`src/core/link_mode_pkg.sv`:
```
package link_mode_pkg;

  // ****************************************
  // Register map (byte addresses)
  // ****************************************
  localparam logic [7:0] ADDR_ROUNDTRIP = 8'h3B;
  localparam logic [7:0] ADDR_CTRL_ONE  = 8'h3C;
  localparam logic [7:0] ADDR_CTRL_TWO  = 8'h3D;
  localparam logic [7:0] ADDR_STATE_VEC = 8'h3E;
  localparam logic [7:0] ADDR_DATA      = 8'h3F;
  localparam logic [7:0] ADDR_MODE_CMD  = 8'h40;
  localparam logic [7:0] ADDR_MODE_STAT = 8'h41;

  // ****************************************
  // Reset values and field masks
  // ****************************************
  localparam logic [7:0] RST_BYTE       = 8'h00;
  localparam logic [7:0] MASK_ROUNDTRIP = 8'hCF;
  localparam logic [7:0] MASK_CTRL_ONE  = 8'hF3;
  localparam logic [7:0] MASK_STATE_VEC = 8'h3C;
  localparam int         BIT_WAIT_CLK   = 0;
  localparam int         BIT_IRQ_EN     = 1;
  localparam int         BIT_QUAD_RX    = 5;
  localparam int         BIT_DIG_LOOP   = 6;
  localparam int         BIT_ANA_LOOP   = 7;
  localparam int         BIT_CMD_WAIT   = 0;
  localparam int         BIT_CMD_STOP   = 1;
  localparam int         SV_LSB         = 2;

  // State vector codes
  localparam logic [3:0] SV_IDLE        = 4'h0;
  localparam logic [3:0] SV_WAKE        = 4'h1;
  localparam logic [3:0] SV_EOF         = 4'h2;

  // Idle bus: 300 us at 50 MHz (least time, round up)
  localparam int CLK_MHZ      = 50;
  localparam int IDLE_US      = 300;
  localparam int IDLE_CYCLES  = IDLE_US * CLK_MHZ;
  localparam int IDLE_W       = 16;

  // ****************************************
  // Types
  // ****************************************
  typedef enum logic [2:0] {
    MODE_RESET = 3'b000,
    MODE_RUN   = 3'b001,
    MODE_WAIT  = 3'b011,
    MODE_STOP  = 3'b010,
    MODE_DIG_LOOP = 3'b101,
    MODE_ANA_LOOP = 3'b111,
    MODE_IDLEW = 3'b110
  } mode_type;

  typedef struct packed {
    logic [7:0] adr;
    logic       we;
    logic [7:0] dat;
    logic       sel;
  } bus_req_type;

endpackage

```
`src/core/link_mode_ctrl.sv`:
```
`timescale 1ns/100ps
// How it works
// - Any reset source forces reset mode
// - Reset mode forces registers to reset values
// - Reset mode holds outputs, ignores inputs, but still passes the rx pin to proto_rx_o
// - Run only after all resets release
// - Wait mode returns to run on activity
// - Stop mode returns to run on activity
// - WAIT with select clear enters wait mode
// - Wait: first bus activation raises interrupt
// - Wait: valid end-of-frame raises interrupt
// - STOP, or WAIT with select set, stops
// - Stop halts clocks, watches network
// - Stop activity raises interrupt, restarts clocks
// - Digital loopback ties tx to rx internally
// - Analog loopback leaves digital path unchanged
// - After analog loopback wait for idle bus
// - Roundtrip delay register at 3B
// - Control register one at 3C
// - Control register two at 3D
// - Read-only state vector at 3E
// - Data register at 3F
// - VPW 10.4k, quad 41.6k receive selectable
module link_mode_ctrl
  import link_mode_pkg::*;
(
  // Clock and reset sources
  input  wire logic       clk_i,
  input  wire logic       rst_i,
  input  wire logic       low_voltage_reset_i,
  input  wire logic       power_on_reset_i,
  input  wire logic       watchdog_reset_i,
  input  wire logic       reset_pin_i,
  // Wishbone slave
  input  wire logic       cyc_i,
  input  wire logic       stb_i,
  input  wire logic       we_i,
  input  wire logic [7:0] adr_i,
  input  wire logic [7:0] dat_i,
  input  wire logic [0:0] sel_i,
  output logic      [7:0] dat_o,
  output logic            ack_o,
  // Protocol side
  input  wire logic       eof_seen_i,
  input  wire logic       proto_tx_i,
  output logic            proto_rx_o,
  output logic            quad_rx_o,
  output logic            run_clk_en_o,
  output logic            link_active_o,
  output logic            irq_o,
  // Transceiver pins
  input  wire logic       serial_rx_in,
  output logic            serial_tx_out
);

  // ****************************************
  // Reset combine and pin synchroniser
  // ****************************************
  wire        any_rst = rst_i | low_voltage_reset_i | power_on_reset_i
                        | watchdog_reset_i | reset_pin_i;
  logic [1:0] rx_sync_r;
  logic       rx_prev_r;
  logic       tx_r;
  always_ff @(posedge clk_i) begin
    rx_sync_r <= {rx_sync_r[0], serial_rx_in};
    rx_prev_r <= rx_sync_r[1];
  end
  wire rx_s       = rx_sync_r[1];
  wire bus_active = rx_s & ~rx_prev_r;

  // ****************************************
  // Registers
  // ****************************************
  logic [7:0] rtd_r, cr1_r, cr2_r, data_r;
  logic [3:0] sv_r;
  mode_type   mode_r, mode_nxt;
  logic [IDLE_W-1:0] idle_cnt_r;
  logic       irq_r;

  bus_req_type req;
  assign req = '{adr: adr_i, we: we_i, dat: dat_i, sel: sel_i[0]};
  wire acc  = cyc_i & stb_i & ~ack_o;
  wire wr   = acc & req.we & req.sel;
  wire wr_rtd  = wr & (req.adr == ADDR_ROUNDTRIP);
  wire wr_cr1  = wr & (req.adr == ADDR_CTRL_ONE);
  wire wr_cr2  = wr & (req.adr == ADDR_CTRL_TWO);
  wire wr_data = wr & (req.adr == ADDR_DATA);
  wire wr_cmd  = wr & (req.adr == ADDR_MODE_CMD);

  wire cmd_wait = wr_cmd & req.dat[BIT_CMD_WAIT];
  wire cmd_stop = wr_cmd & req.dat[BIT_CMD_STOP];
  wire wake_ev  = bus_active | ((mode_r == MODE_WAIT) & eof_seen_i);

  // ****************************************
  // Mode machine
  // ****************************************
  always_comb begin
    mode_nxt = mode_r;
    case (mode_r)
      MODE_RESET: mode_nxt = MODE_RUN;
      MODE_RUN: begin
        if (cmd_stop || (cmd_wait && cr1_r[BIT_WAIT_CLK]))
          mode_nxt = MODE_STOP;
        else if (cmd_wait)
          mode_nxt = MODE_WAIT;
        else if (cr2_r[BIT_DIG_LOOP])
          mode_nxt = MODE_DIG_LOOP;
        else if (cr2_r[BIT_ANA_LOOP])
          mode_nxt = MODE_ANA_LOOP;
      end
      MODE_WAIT:  if (wake_ev) mode_nxt = MODE_RUN;
      MODE_STOP:  if (bus_active) mode_nxt = MODE_RUN;
      MODE_DIG_LOOP: if (!cr2_r[BIT_DIG_LOOP]) mode_nxt = MODE_RUN;
      MODE_ANA_LOOP: if (!cr2_r[BIT_ANA_LOOP]) mode_nxt = MODE_IDLEW;
      MODE_IDLEW: if (idle_cnt_r == IDLE_W'(IDLE_CYCLES)) mode_nxt = MODE_RUN;
      default:    mode_nxt = MODE_RESET;
    endcase
  end

  // ****************************************
  // Mode and bus answer
  // ****************************************
  always_ff @(posedge clk_i) begin
    if (any_rst) begin
      mode_r <= MODE_RESET;
      ack_o  <= 1'b0;
    end else begin
      mode_r <= mode_nxt;
      ack_o  <= acc;
    end
  end

  // ****************************************
  // Software registers
  // ****************************************
  // Reserved bits are cut on the way in, so reads need no mask
  always_ff @(posedge clk_i) begin
    if (any_rst) begin
      rtd_r  <= RST_BYTE;
      cr1_r  <= RST_BYTE;
      cr2_r  <= RST_BYTE;
      data_r <= RST_BYTE;
    end else begin
      if (wr_rtd)  rtd_r  <= req.dat & MASK_ROUNDTRIP;
      if (wr_cr1)  cr1_r  <= req.dat & MASK_CTRL_ONE;
      if (wr_cr2)  cr2_r  <= req.dat;
      if (wr_data) data_r <= req.dat;
    end
  end

  // ****************************************
  // Wake flag and state vector
  // ****************************************
  wire in_sleep = (mode_r == MODE_WAIT) || (mode_r == MODE_STOP);
  wire wake_bus = in_sleep & bus_active;
  wire wake_eof = (mode_r == MODE_WAIT) & eof_seen_i;
  wire sv_clear = acc & ~req.we & (req.adr == ADDR_STATE_VEC);

  // Wake events win over a clearing read in the same cycle
  always_ff @(posedge clk_i) begin
    if (any_rst) begin
      irq_r <= 1'b0;
      sv_r  <= SV_IDLE;
    end else if (wake_bus) begin
      irq_r <= 1'b1;
      sv_r  <= SV_WAKE;
    end else if (wake_eof) begin
      irq_r <= 1'b1;
      sv_r  <= SV_EOF;
    end else if (sv_clear) begin
      irq_r <= 1'b0;
      sv_r  <= SV_IDLE;
    end
  end

  // ****************************************
  // Idle bus detection
  // ****************************************
  // Any active sample restarts the count, so short gaps never pass
  wire idle_done = (idle_cnt_r == IDLE_W'(IDLE_CYCLES));
  always_ff @(posedge clk_i) begin
    if (any_rst || mode_r != MODE_IDLEW || rx_s)
      idle_cnt_r <= '0;
    else if (!idle_done)
      idle_cnt_r <= idle_cnt_r + IDLE_W'(1);
  end

  // ****************************************
  // Transmit drive and read data
  // ****************************************
  // Analog loopback keeps the digital drive as in run
  wire       tx_live   = (mode_r == MODE_RUN) || (mode_r == MODE_ANA_LOOP);
  wire [7:0] sv_byte   = (8'(sv_r) << SV_LSB) & MASK_STATE_VEC;
  wire [7:0] mode_byte = {5'h00, mode_r};
  wire [7:0] rd_mux    = (req.adr == ADDR_ROUNDTRIP) ? rtd_r     :
                         (req.adr == ADDR_CTRL_ONE)  ? cr1_r     :
                         (req.adr == ADDR_CTRL_TWO)  ? cr2_r     :
                         (req.adr == ADDR_STATE_VEC) ? sv_byte   :
                         (req.adr == ADDR_DATA)      ? data_r    :
                         (req.adr == ADDR_MODE_STAT) ? mode_byte : RST_BYTE;

  always_ff @(posedge clk_i) begin
    if (any_rst) begin
      tx_r  <= 1'b0;
      dat_o <= RST_BYTE;
    end else begin
      tx_r  <= tx_live ? proto_tx_i : 1'b0;
      dat_o <= rd_mux;
    end
  end

  // ****************************************
  // Outputs
  // ****************************************
  assign serial_tx_out = tx_r;
  // Internal join: frames return without touching the bus
  assign proto_rx_o    = (mode_r == MODE_DIG_LOOP) ? proto_tx_i : rx_s;
  assign quad_rx_o     = cr2_r[BIT_QUAD_RX];
  // Stop gates the protocol clock; wake logic stays live
  assign run_clk_en_o  = (mode_r != MODE_STOP);
  assign link_active_o = (mode_r == MODE_RUN) || (mode_r == MODE_DIG_LOOP)
                         || (mode_r == MODE_ANA_LOOP);
  assign irq_o         = irq_r & cr1_r[BIT_IRQ_EN];

  // ****************************************
  // Checks
  // ****************************************
  property p_reset_mode;
    @(posedge clk_i) any_rst |=> (mode_r == MODE_RESET) && (cr1_r == RST_BYTE);
  endproperty
  a_reset_mode: assert property (p_reset_mode) else $error("reset not taken");

  property p_run_after;
    @(posedge clk_i) disable iff (any_rst) mode_r == MODE_RESET |=> mode_r == MODE_RUN;
  endproperty
  a_run_after: assert property (p_run_after) else $error("no run after reset");

  property p_wait_enter;
    @(posedge clk_i) disable iff (any_rst)
      mode_r == MODE_RUN && cmd_wait && !cmd_stop && !cr1_r[BIT_WAIT_CLK] |=> mode_r == MODE_WAIT;
  endproperty
  a_wait_enter: assert property (p_wait_enter) else $error("wait not entered");

  property p_stop_enter;
    @(posedge clk_i) disable iff (any_rst)
      mode_r == MODE_RUN && cmd_stop |=> mode_r == MODE_STOP;
  endproperty
  a_stop_enter: assert property (p_stop_enter) else $error("stop not entered");

  property p_wake_irq;
    @(posedge clk_i) disable iff (any_rst)
      (mode_r == MODE_STOP || mode_r == MODE_WAIT) && bus_active
      |=> irq_r && mode_r == MODE_RUN;
  endproperty
  a_wake_irq: assert property (p_wake_irq) else $error("wake missed");

  property p_eof_irq;
    @(posedge clk_i) disable iff (any_rst)
      mode_r == MODE_WAIT && eof_seen_i |=> irq_r;
  endproperty
  a_eof_irq: assert property (p_eof_irq) else $error("eof wake missed");

  property p_digital_loopback_select;
    @(posedge clk_i) disable iff (any_rst)
      mode_r == MODE_DIG_LOOP |-> proto_rx_o == proto_tx_i ##1 !serial_tx_out;
  endproperty
  a_digital_loopback_select: assert property (p_digital_loopback_select) else $error("loopback leaks");

  property p_idle_wait;
    @(posedge clk_i) disable iff (any_rst)
      mode_r == MODE_ANA_LOOP && !cr2_r[BIT_ANA_LOOP] |=> mode_r == MODE_IDLEW ##1 !link_active_o;
  endproperty
  a_idle_wait: assert property (p_idle_wait) else $error("idle wait skipped");

  property p_stop_clk;
    @(posedge clk_i) disable iff (any_rst) mode_r == MODE_STOP |-> !run_clk_en_o;
  endproperty
  a_stop_clk: assert property (p_stop_clk) else $error("clock runs in stop");

  property p_regs_reset;
    @(posedge clk_i)
      any_rst |=> rtd_r == RST_BYTE && cr2_r == RST_BYTE && data_r == RST_BYTE;
  endproperty
  a_regs_reset: assert property (p_regs_reset) else $error("registers not reset");

  property p_flag_reset;
    @(posedge clk_i)
      any_rst |=> !irq_o && !ack_o && sv_r == SV_IDLE;
  endproperty
  a_flag_reset: assert property (p_flag_reset) else $error("flags not reset");

  property p_tx_reset;
    @(posedge clk_i)
      any_rst |=> !serial_tx_out;
  endproperty
  a_tx_reset: assert property (p_tx_reset) else $error("tx driven in reset");

  property p_reset_idle;
    @(posedge clk_i)
      mode_r == MODE_RESET |-> !link_active_o;
  endproperty
  a_reset_idle: assert property (p_reset_idle) else $error("active in reset");

  property p_rtd_reserved;
    @(posedge clk_i) disable iff (any_rst)
      (rtd_r & ~MASK_ROUNDTRIP) == RST_BYTE;
  endproperty
  a_rtd_reserved: assert property (p_rtd_reserved) else $error("reserved bits set");

  property p_cr1_reserved;
    @(posedge clk_i) disable iff (any_rst)
      (cr1_r & ~MASK_CTRL_ONE) == RST_BYTE;
  endproperty
  a_cr1_reserved: assert property (p_cr1_reserved) else $error("reserved bits set");

  property p_cr2_write;
    @(posedge clk_i) disable iff (any_rst)
      wr_cr2 |=> cr2_r == $past(req.dat);
  endproperty
  a_cr2_write: assert property (p_cr2_write) else $error("control two not written");

  property p_sv_reserved;
    @(posedge clk_i) disable iff (any_rst)
      sv_clear |=> (dat_o & ~MASK_STATE_VEC) == RST_BYTE;
  endproperty
  a_sv_reserved: assert property (p_sv_reserved) else $error("state byte reserved bits");

  property p_sv_ro;
    @(posedge clk_i) disable iff (any_rst)
      wr && req.adr == ADDR_STATE_VEC && !wake_bus && !wake_eof |=> $stable(sv_r);
  endproperty
  a_sv_ro: assert property (p_sv_ro) else $error("state vector written");

  property p_data_write;
    @(posedge clk_i) disable iff (any_rst)
      wr_data |=> data_r == $past(req.dat);
  endproperty
  a_data_write: assert property (p_data_write) else $error("data not written");

  property p_quad;
    @(posedge clk_i) disable iff (any_rst)
      wr_cr2 |=> quad_rx_o == $past(req.dat[BIT_QUAD_RX]);
  endproperty
  a_quad: assert property (p_quad) else $error("quad receive not set");

  property p_stop_wake;
    @(posedge clk_i) disable iff (any_rst)
      mode_r == MODE_STOP && bus_active |=> run_clk_en_o;
  endproperty
  a_stop_wake: assert property (p_stop_wake) else $error("clock not restarted");

  property p_wait_run;
    @(posedge clk_i) disable iff (any_rst)
      mode_r == MODE_WAIT && eof_seen_i |=> mode_r == MODE_RUN;
  endproperty
  a_wait_run: assert property (p_wait_run) else $error("wait not left");

  property p_wait_clk;
    @(posedge clk_i) disable iff (any_rst)
      mode_r == MODE_WAIT |-> run_clk_en_o;
  endproperty
  a_wait_clk: assert property (p_wait_clk) else $error("clock stopped in wait");

  property p_ana_tx;
    @(posedge clk_i) disable iff (any_rst)
      mode_r == MODE_ANA_LOOP |=> serial_tx_out == $past(proto_tx_i);
  endproperty
  a_ana_tx: assert property (p_ana_tx) else $error("analog loop tx changed");

  property p_dig_enter;
    @(posedge clk_i) disable iff (any_rst)
      mode_r == MODE_RUN && cr2_r[BIT_DIG_LOOP] && !cmd_wait && !cmd_stop
      |=> mode_r == MODE_DIG_LOOP;
  endproperty
  a_dig_enter: assert property (p_dig_enter) else $error("loopback not entered");

  c_wait: cover property (@(posedge clk_i) mode_r == MODE_WAIT ##1 mode_r == MODE_RUN);
  c_stop: cover property (@(posedge clk_i) mode_r == MODE_STOP ##1 mode_r == MODE_RUN);
  c_eof:  cover property (@(posedge clk_i) wake_eof);
  c_dl:   cover property (@(posedge clk_i) mode_r == MODE_DIG_LOOP);
  c_al:   cover property (@(posedge clk_i) mode_r == MODE_IDLEW ##1 mode_r == MODE_RUN);

endmodule

```
`config.mk`:
```
export PLATFORM = sky130hd
export DESIGN_NAME = link_mode_ctrl
export DESIGN_NICKNAME = d
export VERILOG_FILES = /design/src/core/link_mode_pkg.sv /design/src/core/link_mode_ctrl.sv
export SDC_FILE = /design/constraint.sdc
export NUM_CORES = 1
export LEC_CHECK = 0
export ABC_AREA = 1
export BUFFER_PORTS_ARGS = -buffer_cell sky130_fd_sc_hd__buf_2
export CAP_MARGIN = 20
export CORE_ASPECT_RATIO = 0.75
export CORE_MARGIN = 8
export CORE_UTILIZATION = 50
export CTS_CLUSTER_SIZE = 25
export DETAILED_ROUTE_END_ITERATION = 8
export GPL_ROUTABILITY_DRIVEN = 0
export HOLD_SLACK_MARGIN = 0.12
export MAX_ROUTING_LAYER = met4
export PLACE_DENSITY = 0.73
export SYNTH_ARGS = -nofsm -noshare
export SYNTH_HDL_FRONTEND = slang
export SYNTH_SLANG_ARGS = --single-unit
```
`constraint.sdc`:
```
create_clock -name clk_i -period 2.9 [get_ports clk_i]
set_input_delay 0.58 -clock clk_i [delete_from_list [all_inputs] [get_ports clk_i]]
set_output_delay 0.58 -clock clk_i [all_outputs]
set_load 0.01 [all_outputs]
```
-- After elaboration in Yosys (flattened, before gate mapping)
Index checks and enable logic that the tools add are counted.
- add/subtract/negate cells: 1
- eq/ne operators: 22
- mux-type cells: 23
- bitwise gates (word level): 26
- reductions and logical operators: 15
- operators by type and width (operator ; count):
    $eq 8x6->1 const B ; 5
    $mux 8 ; 5
    $mux 3 ; 10
    $pmux 3 s7 ; 1
    $and 1x1->1 ; 17
    $add 16x1->16 const B ; 1
    $eq 16x14->1 const B ; 1
    $eq 8x7->1 const B ; 2
    $ne 2x2->1 const B ; 5
    $eq 3x3->1 const B ; 3
    $logic_or 1x1->1 ; 7
    $eq 3x2->1 const B ; 2
    $reduce_and 6->1 ; 1
    $reduce_or 2->1 ; 3
    $mux 1 ; 5
    $ne 5x5->1 const B ; 1
    $or 1x1->1 ; 5
    $mux 2 ; 2
    $not 1->1 ; 4
    $eq 3x1->1 const B ; 1
    $logic_not 3->1 ; 1
    $ne 3x2->1 const B ; 1
    $ne 3x3->1 const B ; 1
    $reduce_bool 3->1 ; 1
    2 further kinds ; 2
- flip-flop bits (word level): 63
- input bits: 29
- output and inout port bits: 15
- word-level logic and storage cells: 102

-- Depth between registers and ports, before layout
- depth in word-level cells: 10
- gate-level depth with buffers: 11
- mapped depth without buffers: 11

-- Worst setup path before layout
Ideal clock, no wire load.
- kind: input -> register
- start point: input port adr_i[6]
- end point: register data_r[1]
- setup time: 0.132 ns
- arrival: 1.453 ns
- data required time: 2.768 ns
- slack: 1.314 ns
- stages on the path: 8
- buffers on the path: 0
- cells stage by stage: nor2_1 nand3_1 nor2_4 nand2_2 nor2_4 nand2_1 nand2_1 a21oi_1
- cells in the longest elaborated chain, start to end: 2
- RTL lines (what ; line ; text):
    start, declared ; link_mode_ctrl.sv:38 ; input wire logic [7:0] adr_i,
    $eq 8x6->1 ; link_mode_ctrl.sv:87 ; wire wr_data = wr & (req.adr == ADDR_DATA);
    $and 1x1->1 ; link_mode_ctrl.sv:87 ;
    end signal, assigned ; link_mode_ctrl.sv:147 ; if (wr_data) data_r <= req.dat;
    end, declared ; link_mode_ctrl.sv:74 ; logic [7:0] rtd_r, cr1_r, cr2_r, data_r;
Every way passes these cells.
A chain may end at the register's enable or synchronous reset.

-- Worst setup path in the final report
- start point: register mode_r[0]
- end point: output port proto_rx_o
- cells in the longest elaborated chain, start to end: 2
- RTL lines (what ; line ; text):
    start, declared ; link_mode_ctrl.sv:76 ; mode_type mode_r, mode_nxt;
    start signal, assigned ; link_mode_ctrl.sv:128 ; mode_r <= mode_nxt;
    $eq 3x3->1 ; link_mode_ctrl.sv:217 ; assign proto_rx_o = (mode_r == MODE_DIG_LOOP) ? proto_tx_i : rx_s;
    $mux 1 ; link_mode_ctrl.sv:217 ;
    end, declared ; link_mode_ctrl.sv:46 ; output logic proto_rx_o,
Every way passes these cells.

==> metrics <==
Setup Buffers After CTS=0; Overall Power=0.001727 W; Pleak=1.397 nW; dpl cell area=3216 um^2; first-pass GRT wire length=12340 um; cts hold-fix bufs=0; Antenna diodes=0; Yosys reg bits=63; start-to-end type of the worst setup path=reg -> out; FFs w/ async S/R, synth=0%; Starting Density=51.09%; Vias per Instance=5.210; status=completed; Storage cell area=1261 um^2; PortBufs=43; Residual DRC=0; slew margin rel.=64.17%; Post-synth EDFFs=0; vias in the first global route=2578; post-synthesis cell type count=34; Clock Skew=9.676 ps; RSZ-0062 raised after global routing=false; DR vias=2829; row cnt=24; Final Max Slew Viols=0; maxcap violations=0; Synth Net Count=444; Synth top area share=42.82%; final period utilization=67.48%; FMAX=511.0 MHz; pwr dens=504.2 nW/um^2; Root Driver=clkbuf_8; mapped cell area=2945 um^2; Synth Flop Type=dfxtp_1; H-tree levels=3; Worst VDD drop=0.4006 mV; core area=5766 um^2; Mean Syn Cell Area=7.132 um^2; total track usage=18.51%; Post-CTS Resized=0; Die ar.=8628 um^2; post-route design area=3425 um^2; share of layout cells above drive strength 1=19.78%; CTS tree=done; Wirelength per Cell=13.76 um; Area contributors post-synth=dfxtp_1 43%, nand2_1 9.8%, a21oi_1 7.6%; largest net degree at the start of global routing=22; clk buf depth=2; post-route ant nets=0; fin crit period=1957 ps; Clock Sinks=63; CP endpoint kind=output pin; initial antenna violation count=0; sequential share of the synthesized area=42.82%; CTS Buf Count=9; yosys warns=0; clock-pin transition on the worst setup and hold timing paths=60 ps; Worst Path Required=2320 ps; Worst Path Arrival=1380 ps; grt ovf=0; Finished Core Util=59.40%; setup TNS=0 ps; Setup violations, final=0; endpoints failing hold=0; Final #Nets=491; Area Overhead vs Synth=16.27%; Horiz. Die Dim=104.6 um; dominant cell type by area after synthesis=dfxtp_1; First-pass DRT Iterations=5; # IOs=44; DRT Wirelength=7470 um; worst skew pair latency=340 ps; Hold Worst Slack=327.2 ps; Startpoint Class=flip-flop; Detailed Route Iter0 Violations=211; filler cell count=559; Slew @ Worst Pin=536.8 ps; Die Ht=82.47 um; HP Class=reg -> reg; multi-input combinational cell area=1443 um^2; HPWL after DPL=5496 um; cells after synthesis=413; crit-path max FO=4
==> layer usage <==
metal | global-route usage [%] | share of wire [%] | up-vias
met5 | - | 0 | -
met4 | 5.674 | 0.95 | 0
met3 | 6.667 | 8.8 | 6
met2 | 26.40 | 40 | 112
met1 | 24.01 | 50 | 1266
li1 | - | - | 1445
==> cell usage after synthesis (2+ instances only) <==
| cell | instances |
|---|---|
| nor2_2 | 8 |
| a211oi_1 | 6 |
| nand2_2 | 4 |
| dfxtp_1 | 63 |
| nor2_4 | 4 |
| nor2_1 | 56 |
| nand2_1 | 77 |
| o211ai_1 | 2 |
| inv_2 | 9 |
| ha_1 | 2 |
| buf_2 | 4 |
| nand3_1 | 29 |
| o21ai_0 | 25 |
| o21a_1 | 2 |
| buf_4 | 2 |
| nor3_1 | 4 |
| or2_1 | 2 |
| inv_1 | 42 |
| o21bai_1 | 2 |
| a21oi_1 | 45 |
| o21ai_1 | 7 |
| nand4_1 | 6 |
==> metrics by stage <==
step / setup slack (ps) / instances
global route: 834.3 / 543
floorplan: 1314 / 413
CTS: 930.1 / 543
detailed placement: 740.4 / 527
finish: 943.0 / 543
global placement: 827.2 / 527
==> critical path, cell delays in order, from the launching register on <==
cell,delay [ps]
dfxtp_1,390
inv_2,90
nor2_2,140
nand2_1,100
o21ai_0,160
buf_2,160
==> registers in the layout, summed over array words and instances, names as in the netlist <==
| signal | cells |
|---|---|
| dat_o | 8 |
| idle_cnt_r | 16 |
| cr1_r | 6 |
| rx_prev_r | 1 |
| rtd_r | 6 |
| data_r | 8 |
| irq_r | 1 |
| sv_r | 2 |
| rx_sync_r | 2 |
| mode_r | 3 |
| cr2_r | 8 |
| ack_o | 1 |
| serial_tx_out | 1 |
==> cells in the final DEF, fill, tap and decap left out, types with 2 or more instances in the layout <==
cell type	Yosys	final
nand2_1	77	77
dfxtp_1	63	63
nor2_1	56	56
a21oi_1	45	45
buf_2	4	43
inv_1	42	42
nand3_1	29	29
o21ai_0	25	25
clkbuf_8	0	12
inv_2	9	9
nor2_2	8	8
o21ai_1	7	7
nand4_1	6	6
a211oi_1	6	6
nor2_4	4	4
nand2_2	4	4
nor3_1	4	4
or2_1	2	2
o211ai_1	2	2
o21bai_1	2	2
o21a_1	2	2
ha_1	2	2
clkinv_2	0	2
==> path summary, 6_finish.rpt <==
kind | from | to | slack [ps] | cells past startpoint
setup / recovery | mode_r[0] | proto_rx_o | 940 | 5
setup reg to reg | ack_o | cr1_r[4] | 1070 | 7
hold reg to reg | rx_sync_r[0] | rx_sync_r[1] | 330 | 0
hold / removal | rx_sync_r[0] | rx_sync_r[1] | 330 | 0
==> report_power, final <==
part	switching, W	total, W	internal, W
clock network	0.000330	0.000795	0.000465
logic	0.0000388	0.0000624	0.0000236
registers	0.00000143	0.000869	0.000868
total	0.000371	0.00173	0.00136
==> area by class of cell <==
cell class	count	share of cell area (%)
Clock buffer	13	4.932
Clock inverter	3	1.169
Tap cell	78	2.850
Sequential cell	63	36.83
Multi-Input combinational cell	291	42.13
Timing Repair Buffer	44	6.503
Inverter	51	5.590
==> logic make-up (layout without fill, tap and decap cells) <==
group	Yosys count	count (layout)	synth area share (%)
flops	63	63	42.82
simple gates	197	197	31.05
buf+inv	59	111	8.198
compound gates	92	92	17.08
fa+ha+maj	2	2	0.8495
(Power assumes the default switching activity.)
